--- config.mk ---
export PLATFORM = sky130hd
export DESIGN_NAME = lane_fifo_alarm_and_offset_trim_regs
export DESIGN_NICKNAME = d
export VERILOG_FILES = /design/src/design/trim_regs_pkg.sv /design/src/design/lane_fifo_alarm_and_offset_trim_regs.sv
export SDC_FILE = /design/constraint.sdc
export NUM_CORES = 1
export LEC_CHECK = 0
export ABC_AREA = 1
export BUFFER_PORTS_ARGS = -buffer_cell sky130_fd_sc_hd__buf_2
export CAP_MARGIN = 10
export CELL_PAD_IN_SITES_DETAIL_PLACEMENT = 2
export CELL_PAD_IN_SITES_GLOBAL_PLACEMENT = 2
export CORE_MARGIN = 1
export CORE_UTILIZATION = 26
export DETAILED_ROUTE_END_ITERATION = 10
export PLACE_DENSITY = 0.82
export SETUP_SLACK_MARGIN = 0.2
export SYNTH_ARGS = -nofsm -noshare
export SYNTH_HDL_FRONTEND = slang
export SYNTH_SLANG_ARGS = --single-unit
--- constraint.sdc ---
create_clock -name clk -period 2 [get_ports clk]
set_input_delay 0.4 -clock clk [delete_from_list [all_inputs] [get_ports clk]]
set_output_delay 0.4 -clock clk [all_outputs]
set_load 0.005 [all_outputs]
--- src/design/trim_regs_pkg.sv ---
// Package with the register map, field layout, bus carriers and state of the lane alarm and offset trim bank.
`default_nettype none

package trim_regs_pkg;

	// ----------------------------------------------------------------
	// Register indices; byte address is four times the index
	// ----------------------------------------------------------------
	localparam int ADDR_W = 14;
	localparam logic [11:0] IDX_ALARM_STATUS = 12'h2c1;
	localparam logic [11:0] IDX_LANE_FLAGS = 12'h2c4;
	localparam logic [11:0] IDX_CORE0_TRIM = 12'h330;
	localparam logic [11:0] IDX_CORE1_TRIM = 12'h332;
	localparam logic [11:0] IDX_CORE2A_TRIM = 12'h334;
	localparam logic [11:0] IDX_CAL_CTRL = 12'h3f0;
	localparam logic [11:0] IDX_CAL_STATUS = 12'h3f1;

	// ----------------------------------------------------------------
	// Field positions and widths
	// ----------------------------------------------------------------
	localparam int MAX_LANES = 8;
	localparam int NUM_CORES = 3;
	localparam int TRIM_W = 12;
	localparam int TRIM_REG_W = 16;
	localparam int SUMMARY_BIT = 5;
	localparam int OFFSET_CAL_ENABLE_BIT = 0;
	localparam int BACKGROUND_CAL_ENABLE_BIT = 1;
	localparam int BACKGROUND_OFFSET_TRACKING_ENABLE_BIT = 2;
	localparam int STAT_FOREGROUND_CAL_DONE_BIT = 0;
	localparam int STAT_BUSY_BIT = 1;
	localparam int STAT_VIOL_BIT = 2;

	// ----------------------------------------------------------------
	// Reset values and bus answers
	// ----------------------------------------------------------------
	localparam logic [7:0] LANE_FLAGS_RST = 8'hff;
	localparam logic SUMMARY_RST = 1'h1;
	localparam logic [15:0] TRIM_RST = 16'h0000;
	localparam logic [2:0] CAL_CTRL_RST = 3'h0;
	localparam logic [1:0] RESP_OKAY = 2'h0;
	localparam logic [1:0] RESP_DECERR = 2'h3;

	// ----------------------------------------------------------------
	// Bus carriers
	// ----------------------------------------------------------------
	typedef struct packed {
		logic awvalid;
		logic [ADDR_W-1:0] awaddr;
		logic wvalid;
		logic [31:0] wdata;
		logic [3:0] wstrb;
		logic bready;
		logic arvalid;
		logic [ADDR_W-1:0] araddr;
		logic rready;
	} axil_req_t;

	typedef struct packed {
		logic awready;
		logic wready;
		logic bvalid;
		logic [1:0] bresp;
		logic arready;
		logic rvalid;
		logic [31:0] rdata;
		logic [1:0] rresp;
	} axil_rsp_t;

	// ----------------------------------------------------------------
	// Whole state of the bank
	// ----------------------------------------------------------------
	typedef struct packed {
		logic [7:0] lane_flags;
		logic summary;
		logic [NUM_CORES-1:0][TRIM_REG_W-1:0] trim_shadow;
		logic [NUM_CORES-1:0][1:0] trim_seen;
		logic [NUM_CORES-1:0][TRIM_W-1:0] trim_apply;
		logic [TRIM_W-1:0] core2_out;
		logic core2_active;
		logic [2:0] cal_ctrl;
		logic violation;
		logic aw_held;
		logic [ADDR_W-1:0] awaddr;
		logic w_held;
		logic [31:0] wdata;
		logic [3:0] wstrb;
		logic bvalid;
		logic [1:0] bresp;
		logic rvalid;
		logic [31:0] rdata;
		logic [1:0] rresp;
	} bank_state_t;

endpackage

`default_nettype wire

--- src/design/lane_fifo_alarm_and_offset_trim_regs.sv ---
// Lane elastic buffer alarm flags and per-core offset trim registers behind an AXI4-Lite slave.
//
// Local design decision: the AXI4-Lite slave port.
`default_nettype none

// How it works
// Lane buffer fault sets its lane flag.
// Writing one clears a lane flag.
// Persisting fault sets flag again immediately.
// Summary write-one clears all lane flags.
// Lane flags read all ones after reset.
// Trim holds unsigned 12-bit offset per core.
// Software writes zero into bits 15:12.
// Software avoids trims during offset calibration.
// Foreground-only offset cal: wait for done.
// Background offset tracking: never touch trims.
// Prefer background cal without offset tracking.
// Otherwise trims are free to access.
// Second trim drives core 1 offset.
// Third trim applies only on input A.
// Working trim default loads from fuses.
// Summary alarm sets on active lane fault.
// Alarm bits read one after reset.
// Trim applies only after both bytes written.
module lane_fifo_alarm_and_offset_trim_regs #(
	parameter int LANES = 8
) (
	input wire logic clk, // System clock, 25 MHz.
	input wire logic rst, // Synchronous reset, active high.
	input wire logic ce, // Clock enable; all state holds while low.
	input wire trim_regs_pkg::axil_req_t axi_req, // AXI4-Lite master to slave.
	output trim_regs_pkg::axil_rsp_t axi_rsp, // AXI4-Lite slave to master.
	input wire logic [LANES-1:0] lane_overflow, // Per-lane elastic buffer overflow.
	input wire logic [LANES-1:0] lane_underflow, // Per-lane elastic buffer underflow.
	input wire logic [LANES-1:0] lane_active, // Lanes counted in the summary.
	input wire logic fuse_load, // Pulse: take factory trims.
	input wire logic [trim_regs_pkg::NUM_CORES-1:0][trim_regs_pkg::TRIM_W-1:0] fuse_trim, // Factory trims.
	input wire logic offset_cal_busy, // Calibration engine is running offset cal.
	input wire logic foreground_cal_done, // Foreground calibration finished.
	input wire logic core2_samples_a, // Core 2 currently samples input A.
	output logic [trim_regs_pkg::TRIM_W-1:0] core0_offset, // Applied core 0 offset.
	output logic [trim_regs_pkg::TRIM_W-1:0] core1_offset, // Applied core 1 offset.
	output logic [trim_regs_pkg::TRIM_W-1:0] core2_input_a_offset, // Core 2 offset, zero off input A.
	output logic core2_input_a_offset_active, // Core 2 input A offset in use.
	output logic offset_cal_enable, // Offset calibration enable.
	output logic background_cal_enable, // Background calibration enable.
	output logic background_offset_tracking_enable // Background offset tracking enable.
);
	import trim_regs_pkg::*;

	// Refuses a lane count that the eight-bit flag register cannot hold.
	if (LANES < 1 || LANES > MAX_LANES) begin : g_lanes_bad
		$error("LANES must lie between 1 and 8.");
	end

	bank_state_t st_ff;
	bank_state_t nxt_st;

	logic [7:0] lane_mask;
	logic [7:0] lane_fault;
	logic [7:0] lane_live;

	always_comb begin
		lane_mask = '0;
		lane_mask[LANES-1:0] = '1;
		lane_fault = '0;
		lane_fault[LANES-1:0] = lane_overflow | lane_underflow;
		lane_live = '0;
		lane_live[LANES-1:0] = lane_active;
	end

	// ----------------------------------------------------------------
	// Register read mux
	// ----------------------------------------------------------------
	function automatic logic [31:0] read_word(input logic [11:0] idx, input bank_state_t s,
		input logic busy, input logic done);
		logic [31:0] w;
		w = '0;
		case (idx)
			IDX_ALARM_STATUS: w[SUMMARY_BIT] = s.summary;
			IDX_LANE_FLAGS: w[7:0] = s.lane_flags;
			IDX_CORE0_TRIM: w[15:0] = s.trim_shadow[0];
			IDX_CORE1_TRIM: w[15:0] = s.trim_shadow[1];
			IDX_CORE2A_TRIM: w[15:0] = s.trim_shadow[2];
			IDX_CAL_CTRL: w[2:0] = s.cal_ctrl;
			IDX_CAL_STATUS: begin
				w[STAT_FOREGROUND_CAL_DONE_BIT] = done;
				w[STAT_BUSY_BIT] = busy;
				w[STAT_VIOL_BIT] = s.violation;
			end
			default: w = '0;
		endcase
		return w;
	endfunction

	function automatic logic is_mapped(input logic [11:0] idx);
		logic m;
		m = 1'b0;
		case (idx)
			IDX_ALARM_STATUS, IDX_LANE_FLAGS, IDX_CORE0_TRIM, IDX_CORE1_TRIM,
			IDX_CORE2A_TRIM, IDX_CAL_CTRL, IDX_CAL_STATUS: m = 1'b1;
			default: m = 1'b0;
		endcase
		return m;
	endfunction

	function automatic int trim_slot(input logic [11:0] idx);
		int k;
		k = -1;
		case (idx)
			IDX_CORE0_TRIM: k = 0;
			IDX_CORE1_TRIM: k = 1;
			IDX_CORE2A_TRIM: k = 2;
			default: k = -1;
		endcase
		return k;
	endfunction

	// ----------------------------------------------------------------
	// Next-state logic
	// ----------------------------------------------------------------
	logic [11:0] wr_idx;
	logic [11:0] rd_idx;
	logic do_write;
	logic do_read;
	logic restricted;
	logic trim_touch;
	int wr_slot;

	always_comb begin
		nxt_st = st_ff;
		wr_idx = st_ff.awaddr[ADDR_W-1:2];
		rd_idx = axi_req.araddr[ADDR_W-1:2];
		do_write = st_ff.aw_held && st_ff.w_held && !st_ff.bvalid;
		do_read = axi_req.arvalid && !st_ff.rvalid;
		wr_slot = trim_slot(wr_idx);
		restricted = 1'b0;
		trim_touch = 1'b0;

		// Write channels are taken independently and held until the response.
		if (axi_req.awvalid && !st_ff.aw_held && !st_ff.bvalid) begin
			nxt_st.aw_held = 1'b1;
			nxt_st.awaddr = axi_req.awaddr;
		end
		if (axi_req.wvalid && !st_ff.w_held && !st_ff.bvalid) begin
			nxt_st.w_held = 1'b1;
			nxt_st.wdata = axi_req.wdata;
			nxt_st.wstrb = axi_req.wstrb;
		end
		if (st_ff.bvalid && axi_req.bready) begin
			nxt_st.bvalid = 1'b0;
		end
		if (st_ff.rvalid && axi_req.rready) begin
			nxt_st.rvalid = 1'b0;
		end

		// Factory trims replace the working values; the printed zero is only the reset value.
		if (fuse_load) begin
			for (int c = 0; c < NUM_CORES; c++) begin
				nxt_st.trim_shadow[c] = {4'h0, fuse_trim[c]};
				nxt_st.trim_apply[c] = fuse_trim[c];
				nxt_st.trim_seen[c] = 2'h0;
			end
		end

		if (do_write) begin
			nxt_st.aw_held = 1'b0;
			nxt_st.w_held = 1'b0;
			nxt_st.bvalid = 1'b1;
			nxt_st.bresp = is_mapped(wr_idx) ? RESP_OKAY : RESP_DECERR;
			case (wr_idx)
				IDX_LANE_FLAGS: begin
					if (st_ff.wstrb[0]) begin
						nxt_st.lane_flags = st_ff.lane_flags & ~st_ff.wdata[7:0];
					end
				end
				IDX_ALARM_STATUS: begin
					if (st_ff.wstrb[0] && st_ff.wdata[SUMMARY_BIT]) begin
						nxt_st.summary = 1'b0;
						nxt_st.lane_flags = '0;
					end
				end
				IDX_CAL_CTRL: begin
					if (st_ff.wstrb[0]) begin
						nxt_st.cal_ctrl = st_ff.wdata[2:0];
					end
				end
				IDX_CAL_STATUS: begin
					if (st_ff.wstrb[0] && st_ff.wdata[STAT_VIOL_BIT]) begin
						nxt_st.violation = 1'b0;
					end
				end
				default: begin
					if (wr_slot >= 0) begin
						// Byte lanes are collected; the pair is applied once both have arrived.
						for (int b = 0; b < 2; b++) begin
							if (st_ff.wstrb[b]) begin
								nxt_st.trim_shadow[wr_slot][b*8 +: 8] = st_ff.wdata[b*8 +: 8];
								nxt_st.trim_seen[wr_slot][b] = 1'b1;
							end
						end
						if (nxt_st.trim_seen[wr_slot] == 2'h3) begin
							nxt_st.trim_apply[wr_slot] = nxt_st.trim_shadow[wr_slot][TRIM_W-1:0];
							nxt_st.trim_seen[wr_slot] = 2'h0;
						end
					end
				end
			endcase
		end

		if (do_read) begin
			nxt_st.rvalid = 1'b1;
			nxt_st.rdata = read_word(rd_idx, st_ff, offset_cal_busy, foreground_cal_done);
			nxt_st.rresp = is_mapped(rd_idx) ? RESP_OKAY : RESP_DECERR;
		end

		// Access to the trims in a restricted calibration phase is recorded, not blocked.
		restricted = offset_cal_busy;
		if (st_ff.cal_ctrl[OFFSET_CAL_ENABLE_BIT] && (!st_ff.cal_ctrl[BACKGROUND_CAL_ENABLE_BIT] || !st_ff.cal_ctrl[BACKGROUND_OFFSET_TRACKING_ENABLE_BIT])
			&& !foreground_cal_done) begin
			restricted = 1'b1;
		end
		if (st_ff.cal_ctrl[BACKGROUND_CAL_ENABLE_BIT] && st_ff.cal_ctrl[BACKGROUND_OFFSET_TRACKING_ENABLE_BIT]) begin
			restricted = 1'b1;
		end
		trim_touch = (do_write && wr_slot >= 0) || (do_read && trim_slot(rd_idx) >= 0);
		if (restricted && trim_touch) begin
			nxt_st.violation = 1'b1;
		end

		// Faults are applied after the clears so that a fault in the clearing cycle survives.
		nxt_st.lane_flags = (nxt_st.lane_flags | lane_fault) & lane_mask;
		if ((lane_fault & lane_live) != 8'h00) begin
			nxt_st.summary = 1'b1;
		end

		nxt_st.core2_active = core2_samples_a;
		nxt_st.core2_out = core2_samples_a ? nxt_st.trim_apply[2] : '0;
	end

	// ----------------------------------------------------------------
	// State register
	// ----------------------------------------------------------------
	always_ff @(posedge clk) begin
		if (rst) begin
			st_ff <= '0;
			st_ff.lane_flags <= LANE_FLAGS_RST & lane_mask;
			st_ff.summary <= SUMMARY_RST;
			st_ff.trim_shadow <= {NUM_CORES{TRIM_RST}};
			st_ff.cal_ctrl <= CAL_CTRL_RST;
		end else if (ce) begin
			st_ff <= nxt_st;
		end
	end

	// ----------------------------------------------------------------
	// Outputs
	// ----------------------------------------------------------------
	always_comb begin
		// Readies follow the clock enable, so no request is taken while the state is frozen.
		axi_rsp.awready = ce && !st_ff.aw_held && !st_ff.bvalid;
		axi_rsp.wready = ce && !st_ff.w_held && !st_ff.bvalid;
		axi_rsp.bvalid = st_ff.bvalid;
		axi_rsp.bresp = st_ff.bresp;
		axi_rsp.arready = ce && !st_ff.rvalid;
		axi_rsp.rvalid = st_ff.rvalid;
		axi_rsp.rdata = st_ff.rdata;
		axi_rsp.rresp = st_ff.rresp;
	end

	assign core0_offset = st_ff.trim_apply[0];
	assign core1_offset = st_ff.trim_apply[1];
	assign core2_input_a_offset = st_ff.core2_out;
	assign core2_input_a_offset_active = st_ff.core2_active;
	assign offset_cal_enable = st_ff.cal_ctrl[OFFSET_CAL_ENABLE_BIT];
	assign background_cal_enable = st_ff.cal_ctrl[BACKGROUND_CAL_ENABLE_BIT];
	assign background_offset_tracking_enable = st_ff.cal_ctrl[BACKGROUND_OFFSET_TRACKING_ENABLE_BIT];

endmodule

`default_nettype wire

==> flow_summary.ini, run 1 <==
[placement]
dp_slack_ns = -0.495
port_buffers = 178
hpwl_um = 37400
routabilityCongestion = 0.918

[die]
floorplan.initialDensity_pct = 26.6
die_h_um = 199
chipWidth_um = 199
core_mm2 = 0.0379
num_io_pins = 217
die-area_mm2 = 0.0396
rows = 71

[pwr]
power_density_mw_per_mm2 = 580
p_leak_nw = 6.97
p_int_mw = 5.99
switching_share_pct = 35.4
p_comb_share_pct = 20.8
clkPwrFrac_pct = 39.2
seqPwrFrac_pct = 40.0
power_switching_mw = 3.29
ir_drop_v = 0.000674

[sta]
relSlewSlack_pct = 52.7
grt_setup_unrepaired = true
max_freq_mhz = 365
layout_setup_ws_ns = -0.740
fin_crit_ns = 2.74
worstMarginPinSlew_ns = 0.710
fin_crit_sh_pct = 137
setup_tns_ns = -52.57
slew_violations = 0
skew_ns = 0.0187
hold_viol_final = 0
setup_viol = 112

[detailed_routing]
wirelength_um = 79900
route.detailed.drc = 0
drt_iter0_drc = 1322
vias = 14185
drtAntennaViolNets = 0
vias_per_cell = 5.84
drtPass1Iterations = 5
wl_per_cell_um = 32.9

[synthesis]
synth_area_leaders = dfxtp_1 (33%), nand2_1 (13%), a21oi_1 (12%)
synthCells = 1579
yosysWarnings = 0
synth-seq-area-share_pct = 33.3
synth_top_cell_by_area = dfxtp_1
synth_top_area_share_pct = 33.3
synth-seq-cells = 168
synthDistinctLibCells = 41
syn_area_mm2 = 0.0101
avgSynthCellArea_um2 = 6.39

[global_route]
grt_pass1_vias = 14931
grt_remaining_overflow = 0
grt_start_max_net_pins = 106
grt_use_total_pct = 34.5
grt_pass1_wl_um = 100000
antenna_found_initial = 0

[worst_setup_path]
arrival_ns = 3.08
r2r_start = st_ff[78]$_SDFFE_PP0P_
cp_cell_sequence = nor2_4, nand2_2, nor2_4, buf_6, nand3_4, nand2_4, nand2_4, nand2_4, nand2_4, nand2_8, buf_6, nand4_4, buf_6, buf_6, o211ai_1, a21oi_1
path_class = reg2reg
cp.buffers_inverters = 4
critPathRequiredTime_ns = 2.34
end_kind = flop
critPathMaxStageDelay_ns = 0.37
start_kind = flop
critical_path.top_delay_family = simple AND/OR/NAND/NOR gates
cp_max_fo = 4
cp_slowest_cell = dfxtp_4
startpoint = st_ff[78]$_SDFFE_PP0P_

[cells_and_area]
diodes = 0
nNetsFinal = 2041
area_delta_synth_final_pct = 58.4
final_layout_size_suffix_gt1_share_pct = 46.2

[clock_tree]
cts_tree = done
cts_buffer_depth = 2
numCtsBuffers = 17
clkSinkCount = 168
root_buffer = clkbuf_16
path_clk_slew_ns = 0.09
clk-insertion-delay-late_ns = 0.49
ctsHtreeMaxLevel = 4

[hold_path]
min_path_type = in2reg
worstHoldStart = axi_req[64]

[run_status]
violations = negative setup slack
status = complete, but fails checks

[flow_run]
cap_viol_max_count = 0
## layer usage
layer / global-route usage, % / vias to the layer above / share of wire (%)
li1: - / 5735 / -
met1: 39.1 / 7072 / 38
met2: 57.3 / 970 / 45
met3: 7.63 / 408 / 8.4
met4: 24.4 / 0 / 8.0
met5: 0 / - / 0
## worst paths after layout
path | to | slack [ns] | cells after the start
setup reg to reg | st_ff[143]$_SDFFE_PP0P_ | -0.74 | 16
hold reg to reg | axi_rsp[14]$_SDFFE_PP0P_ | 0.47 | 2
hold / removal | st_ff[85]$_SDFFE_PP0P_ | 0.19 | 3
setup / recovery | st_ff[143]$_SDFFE_PP0P_ | -0.74 | 16
## stage by stage
stage | hold slack, ns | area (µm²) | utilization (%) | total power, mW | cells
floorplan | 0.430 | 10200 | - | 4.38 | 1594
global placement | 0.443 | 12400 | 32.8 | 4.94 | 2315
detailed placement | 0.459 | 12400 | 32.8 | 5.03 | 2315
CTS | 0.193 | 14400 | 37.8 | 8.72 | 2388
global route | 0.206 | 16000 | 42.1 | 9.43 | 2428
finish | 0.193 | 16000 | 42.1 | 9.28 | 2428
## Yosys cell counts
library cell / n
a21boi_0: 2
a21oi_1: 243
a31oi_1: 2
buf_1: 3
buf_2: 7
buf_4: 76
buf_6: 5
clkbuf_1: 70
clkinv_1: 1
conb_1: 1
dfxtp_1: 168
inv_1: 157
inv_2: 8
nand2_1: 338
nand2_2: 8
nand2_4: 4
nand2_8: 1
nand3_1: 77
nand3_2: 5
nand3_4: 1
nand3b_1: 1
nand4_1: 7
nand4_4: 3
nor2_1: 138
nor2_2: 16
nor2_4: 4
nor2_8: 1
nor3_1: 11
nor3_2: 5
nor4_1: 2
o2111ai_1: 1
o211ai_1: 22
o21a_1: 1
o21ai_0: 155
o21ai_1: 21
o221a_2: 2
o221ai_1: 3
o22ai_1: 3
o31ai_1: 2
or2_2: 3
or3_1: 1
## cells by family after synthesis
family | share of synthesized area (%)
other | 0.0372
DFF | 33.3
and+or+nand+nor | 27.5
AOI/OAI and AO/OA | 23.7
buffers and inverters | 15.4
## cell usage in the layout, fill, tap and decap left out, types with 5 or more instances in the layout
cell type / count
clkbuf_16: 19
a21oi_4: 18
nand3_1: 39
nand3_2: 32
conb_1: 16
nand2_2: 44
o21ai_4: 9
buf_16: 5
a21oi_2: 58
nand2_1: 263
inv_2: 14
o21ai_0: 89
buf_6: 53
nor2_1: 78
nor2_4: 36
o211ai_1: 22
buf_4: 181
nand2_4: 40
nor3_4: 7
nand3_4: 12
buf_2: 177
buf_8: 5
o21ai_2: 48
a21oi_1: 167
inv_1: 144
o21ai_1: 30
dfxtp_2: 10
nor3_2: 6
nand4_1: 7
buf_12: 29
nor2_2: 44
dfxtp_1: 155
## power groups by stage
stage          combinational [mW]  sequential, mW  clock (mW)
2_1_floorplan               0.730            3.65           0
3_3_place_gp                 1.24            3.69           0
3_5_place_dp                 1.32            3.71           0
4_1_cts                      1.53            3.65        3.55
5_1_grt                      1.97            3.71        3.75
6_report                     1.93            3.71        3.64
## sequential cells by signal (all words and copies together), names as in the netlist
name,count
background_cal_enable,1
core2_input_a_offset,12
core2_input_a_offset_active,1
core1_offset,12
axi_rsp,20
offset_cal_enable,1
st_ff,108
background_offset_tracking_enable,1
core0_offset,12
## cell type report
class,count,area (µm²)
timing repair inverter,1,11.3
timing repair buffer,452,3680
inverter,166,668
clock inverter,13,146
fill,4279,21900
clock buffer,18,429
tap,511,639
multi-input combinational,1099,7020
sequential,168,3390
## worst register-to-register path: cells and delay by family (launching register included)
family,cells,cell delay (ns)
buffers and inverters,4,0.61
DFF,1,0.37
AOI/OAI and AO/OA,2,0.30
and+or+nand+nor,10,1.32
## repair_timing
item,in CTS,in global routing
hold buffers,0,0
setup buffers,35,38
gates resized for setup,283,336
cloned,7,2
endpoints found under the setup margin,118,144
pin swaps,77,94
Power figures use the tool's default switching activity.
==> inputs of run 2 (changes only) <==
--- a/config.mk
+++ b/config.mk
@@ -8,7 +8,7 @@
 export ABC_AREA = 1
 export BUFFER_PORTS_ARGS = -buffer_cell sky130_fd_sc_hd__buf_2
 export CAP_MARGIN = 10
-export CELL_PAD_IN_SITES_DETAIL_PLACEMENT = 2
+export CELL_PAD_IN_SITES_DETAIL_PLACEMENT = 1
 export CELL_PAD_IN_SITES_GLOBAL_PLACEMENT = 2
 export CORE_MARGIN = 1
 export CORE_UTILIZATION = 26
==> run 2 against run 1 <==
  * The flow still finishes with violations (negative setup slack)
  * Clock skew decreased by 0.0078 ns
  * Routed wire length decreased by 40%
  * First-iteration DRC count decreased by 39%
  * Cell count decreased by 1.7%
  * Setup slack improved by 0.45 ns
  * Critical path type unchanged
==> flow_summary.ini, run 2 (same netlist as run 1, synthesis figures left out) <==
[run_status]
status = complete, but fails checks
violations = negative setup slack

[pwr]
power_density_mw_per_mm2 = 601
total_power_mw = 8.82
clkPwrFrac_pct = 42.1
power_switching_mw = 2.66
seqPwrFrac_pct = 41.3
switching_share_pct = 30.2
p_int_mw = 6.15
ir_drop_v = 0.000503
p_leak_nw = 6.66
p_comb_share_pct = 16.6

[detailed_routing]
wl_per_cell_um = 20.0
vias = 11896
drtPass1Iterations = 5
wirelength_um = 47700
drt_iter0_drc = 803
vias_per_cell = 4.98
drtAntennaViolNets = 0
route.detailed.drc = 0

[sta]
relSlewSlack_pct = 57.7
setup_viol = 98
slew_violations = 0
skew_ns = 0.0109
worstMarginPinSlew_ns = 0.635
max_freq_mhz = 437
layout_setup_ws_ns = -0.289
fin_crit_sh_pct = 114
fin_crit_ns = 2.29
grt_setup_unrepaired = true
hold_viol_final = 0

[die]
core_mm2 = 0.0379
die_h_um = 199
rows = 71
chipWidth_um = 199
floorplan.initialDensity_pct = 26.6
num_io_pins = 217
die-area_mm2 = 0.0396

[clock_tree]
cts_buffer_depth = 2
root_buffer = clkbuf_16
cts_tree = done
clkSinkCount = 168
numCtsBuffers = 17
hold_buffers = 0
clk-insertion-delay-late_ns = 0.45
ctsHtreeMaxLevel = 4
path_clk_slew_ns = 0.07

[worst_setup_path]
arrival_ns = 2.63
path_class = reg2reg
critPathRequiredTime_ns = 2.34
end_kind = flop
start_kind = flop
r2r_cells = 19
cp_max_fo = 6

[cells_and_area]
fin_util_pct = 38.7
final_layout_size_suffix_gt1_share_pct = 36.3
largest_reg_flops = 108
layout_commonest_cell = nand2_1
final_cell_mix = nand2_1 (303), a21oi_1 (208), buf_2 (178)
nNetsFinal = 1999
area_delta_synth_final_pct = 45.4
diodes = 0
top_register = st_ff
final_cell_area_mm2 = 0.0147

[placement]
placed_area_mm2 = 0.0124
routabilityCongestion = 0.918
port_buffers = 178
hpwl_um = 32200

[global_route]
grt_pass1_wl_um = 69700
grt_start_max_net_pins = 106
grt_remaining_overflow = 0
antenna_found_initial = 0
grt_pass1_vias = 12004
grt_use_total_pct = 23.2

[hold_path]
hold_path_depth = 3
min_path_type = in2reg

[flow_run]
cap_viol_max_count = 0
-- run 2: changes by cell type in the layout (fill, tap and decap cells not counted), sizes merged --
cell / change
clkinv: -2
bufbuf: +1
nand4: +1
inv: +4
clkinvlp: -3
bufinv: +1
buf: -43
-- run 2: critical path, cell delays in order (launching register included) --
cell,delay (ns)
dfxtp_2,0.34
nand2_2,0.06
inv_2,0.07
nand2_4,0.07
nor2_8,0.16
buf_12,0.15
buf_6,0.10
nand3_4,0.07
nand2_2,0.11
nand2_2,0.08
nand2_2,0.09
nand2_4,0.07
nand2_8,0.09
nand2_4,0.05
nor2_4,0.15
buf_6,0.13
buf_12,0.12
o21ai_2,0.06
nor2_2,0.14
nor2_1,0.05
-- run 2: final timing paths --
kind | from | end | slack, ns
max reg2reg | st_ff[81]$_SDFFE_PP0P_ | st_ff[137]$_SDFFE_PP0P_ | -0.29
min reg2reg | st_ff[164]$_SDFFE_PP0P_ | st_ff[164]$_SDFFE_PP0P_ | 0.46
min | axi_req[62] | st_ff[83]$_SDFFE_PP0P_ | 0.21
max | st_ff[81]$_SDFFE_PP0P_ | st_ff[137]$_SDFFE_PP0P_ | -0.29
-- run 2: layout make-up --
cell class,instances,area (µm²)
multi-input cells,1100,6170
repair buffers,409,3190
flip-flops and latches,168,3380
inverters,166,656
fillers,4777,23300
well taps,511,639
clock buffers,19,453
clock inverters,13,184
repair inverters,1,8.76
-- run 2: per-stage QoR --
stage          setup TNS [ns]  setup slack (ns)  cells  hold slack, ns
2_1_floorplan               0            0.0557   1594           0.430
3_3_place_gp           -12.05            -0.295   2315           0.443
3_5_place_dp           -16.16            -0.333   2315           0.453
4_1_cts                 -7.82            -0.175   2376           0.202
5_1_grt                -27.86            -0.402   2387           0.214
6_report               -17.59            -0.289   2387           0.210
-- run 2: power groups by stage --
stage | clock network, mW | registers (mW) | logic, mW
floorplan | 0 | 3.65 | 0.730
global placement | 0 | 3.69 | 1.24
detailed placement | 0 | 3.70 | 1.28
CTS | 3.76 | 3.63 | 1.38
global route | 3.91 | 3.66 | 1.59
finish | 3.71 | 3.64 | 1.46
-- run 2: timing repair --
action,in CTS,in global routing
setup buffers,21,9
setup endpoints to repair,113,115
pin swaps,51,87
cloned,8,2
gates resized for setup,212,150
-- run 2: layer usage --
layer  global-route usage [%]  part of all wire [%]  wire length (µm)  vias to the layer above
met2                     38.2                    46             22100                      379
met5                        0                     0                 0                        -
met4                     12.3                   6.1              2890                        0
met3                     3.12                   4.9              2350                      127
li1                         -                     -                 -                     5653
met1                     29.4                    43             20300                     5737
==> inputs of run 3 (changes only) <==
--- a/config.mk
+++ b/config.mk
@@ -14,6 +14,7 @@
 export CORE_UTILIZATION = 26
 export DETAILED_ROUTE_END_ITERATION = 10
 export PLACE_DENSITY = 0.82
+export RECOVER_POWER = 25
 export SETUP_SLACK_MARGIN = 0.2
 export SYNTH_ARGS = -nofsm -noshare
 export SYNTH_HDL_FRONTEND = slang
==> run 3 against run 2 <==
  * The run still ends with negative setup slack left
  * Register-to-register slack is essentially flat
  * Critical path type unchanged
  * Clock skew is essentially flat
  * Worst hold slack got worse by 0.0031 ns
  * Design area shrank 0.33%
  * Highest routed layer unchanged
  * Critical path depth did not move
==> flow_summary.ini, run 3 (same netlist as run 1, synthesis figures left out) <==
[run_status]
status = complete, but fails checks
violations = negative setup slack

[sta]
grt_setup_unrepaired = true
fin_crit_sh_pct = 114
slew_violations = 0
max_freq_mhz = 438
worstMarginPinSlew_ns = 1.07
setup_tns_ns = -17.59
relSlewSlack_pct = 28.6
hold_viol_final = 0
skew_ns = 0.0114
fin_crit_ns = 2.28
whs_ns = 0.207
setup_viol = 100
layout_setup_ws_ns = -0.283

[detailed_routing]
drtPass1Iterations = 5
drtAntennaViolNets = 0
wl_per_cell_um = 20.0
route.detailed.drc = 0
vias_per_cell = 4.99
wirelength_um = 47600
drt_iter0_drc = 754
vias = 11904

[clock_tree]
hold_buffers = 0
root_buffer = clkbuf_16
cts_tree = done
cts_buffer_depth = 2
clk-insertion-delay-late_ns = 0.45
ctsHtreeMaxLevel = 4
path_clk_slew_ns = 0.07
numCtsBuffers = 17
clkSinkCount = 168

[worst_setup_path]
cp_slowest_cell = dfxtp_2
start_kind = flop
cp_max_fo = 6
end_kind = flop
cp.buffers_inverters = 5
path_class = reg2reg
cp_cell_sequence = nand2_2, inv_2, nand2_4, nor2_8, buf_12, buf_6, nand3_4, nand2_2, nand2_2, nand2_2, nand2_4, nand2_8, nand2_4, nor2_4, buf_12, buf_16, o21ai_4, nor2_2, nor2_1
critPathMaxStageDelay_ns = 0.34
crit_top_cell = nand2_2
arrival_ns = 2.63
critPathRequiredTime_ns = 2.35
critical_path.top_delay_family = simple AND/OR/NAND/NOR gates

[flow_run]
cap_viol_max_count = 0

[cells_and_area]
stdcell_count = 2387
nNetsFinal = 1999
layout_commonest_cell = nand2_1
diodes = 0
top_register = st_ff
fillers = 4787
final_cell_mix = nand2_1 (303), a21oi_1 (208), buf_2 (162), buf_4 (162), dfxtp_1 (157)
area_delta_synth_final_pct = 44.9
final_cell_area_mm2 = 0.0146
final_layout_size_suffix_gt1_share_pct = 35.3
largest_reg_flops = 108

[pwr]
p_leak_nw = 6.58
power_density_mw_per_mm2 = 601
ir_drop_v = 0.000502
total_power_mw = 8.80

[global_route]
antenna_found_initial = 0
grt_start_max_net_pins = 106
grt_remaining_overflow = 0
grt_pass1_vias = 12004
grt_use_total_pct = 23.2
grt_pass1_wl_um = 69700

[die]
die_h_um = 199
floorplan.initialDensity_pct = 26.6
die-area_mm2 = 0.0396
chipWidth_um = 199
core_mm2 = 0.0379
num_io_pins = 217
rows = 71

[hold_path]
min_path_type = in2reg

[placement]
hpwl_um = 32200
place_inst = 2315
placed_area_mm2 = 0.0124
routabilityCongestion = 0.918
port_buffers = 178
[run 3: cell types whose count changed in the layout (fill, tap and decap cells not counted), sizes merged]
cell / change
buf: -18
clkbuf: +18
[run 3: timing repair]
item,in CTS,in global routing
pin swaps,51,87
endpoints found under the setup margin,113,115
cloned,8,2
buffers inserted,21,9
resized for setup,212,150
[run 3: area by class of cell]
type                    count  area, µm²  share of cell area, %
clock inverters            13        184                   1.26
well taps                 511        639                   4.37
repair buffers            409       3140                   21.5
multi-input cells        1100       6170                   42.2
repair inverters            1       8.76                 0.0599
inverters                 166        656                   4.48
flip-flops and latches    168       3380                   23.1
clock buffers              19        453                   3.10
[run 3: layer usage]
layer,vias to the layer above,wire [µm],track usage [%]
li1,5655,-,-
met1,5741,20200,29.4
met2,380,22200,38.2
met3,128,2320,3.12
met4,0,2920,12.3
met5,-,0,0
[run 3: path summary, 6_finish.rpt]
| path | startpoint | endpoint | slack (ns) | cells after the start |
|---|---|---|---|---|
| worst max-delay path | st_ff[81]$_SDFFE_PP0P_ | core2_input_a_offset[3]$_SDFFE_PP0P_ | -0.28 | 19 |
| worst min-delay path | axi_req[62] | st_ff[83]$_SDFFE_PP0P_ | 0.21 | 3 |
| worst max register to register | st_ff[81]$_SDFFE_PP0P_ | core2_input_a_offset[3]$_SDFFE_PP0P_ | -0.28 | 19 |
| worst min register to register | st_ff[164]$_SDFFE_PP0P_ | st_ff[164]$_SDFFE_PP0P_ | 0.47 | 2 |
[run 3: metrics by stage]
step | setup WS (ns) | util (%)
detailed placement | -0.333 | 32.8
CTS | -0.175 | 37.1
global placement | -0.295 | 32.8
floorplan | 0.0557 | -
global route | -0.402 | 38.6
finish | -0.283 | 38.6
[run 3: power breakdown]
part           internal [mW]  leakage (nW)  switching, mW
registers               3.50          1.38          0.140
clock network           2.08         0.310           1.63
logic                  0.569          4.89          0.884
[run 3: worst min-delay path, stage by stage]
cell and delay [ns]:
buf_2 0.08, o21ai_0 0.07, nor2_1 0.08
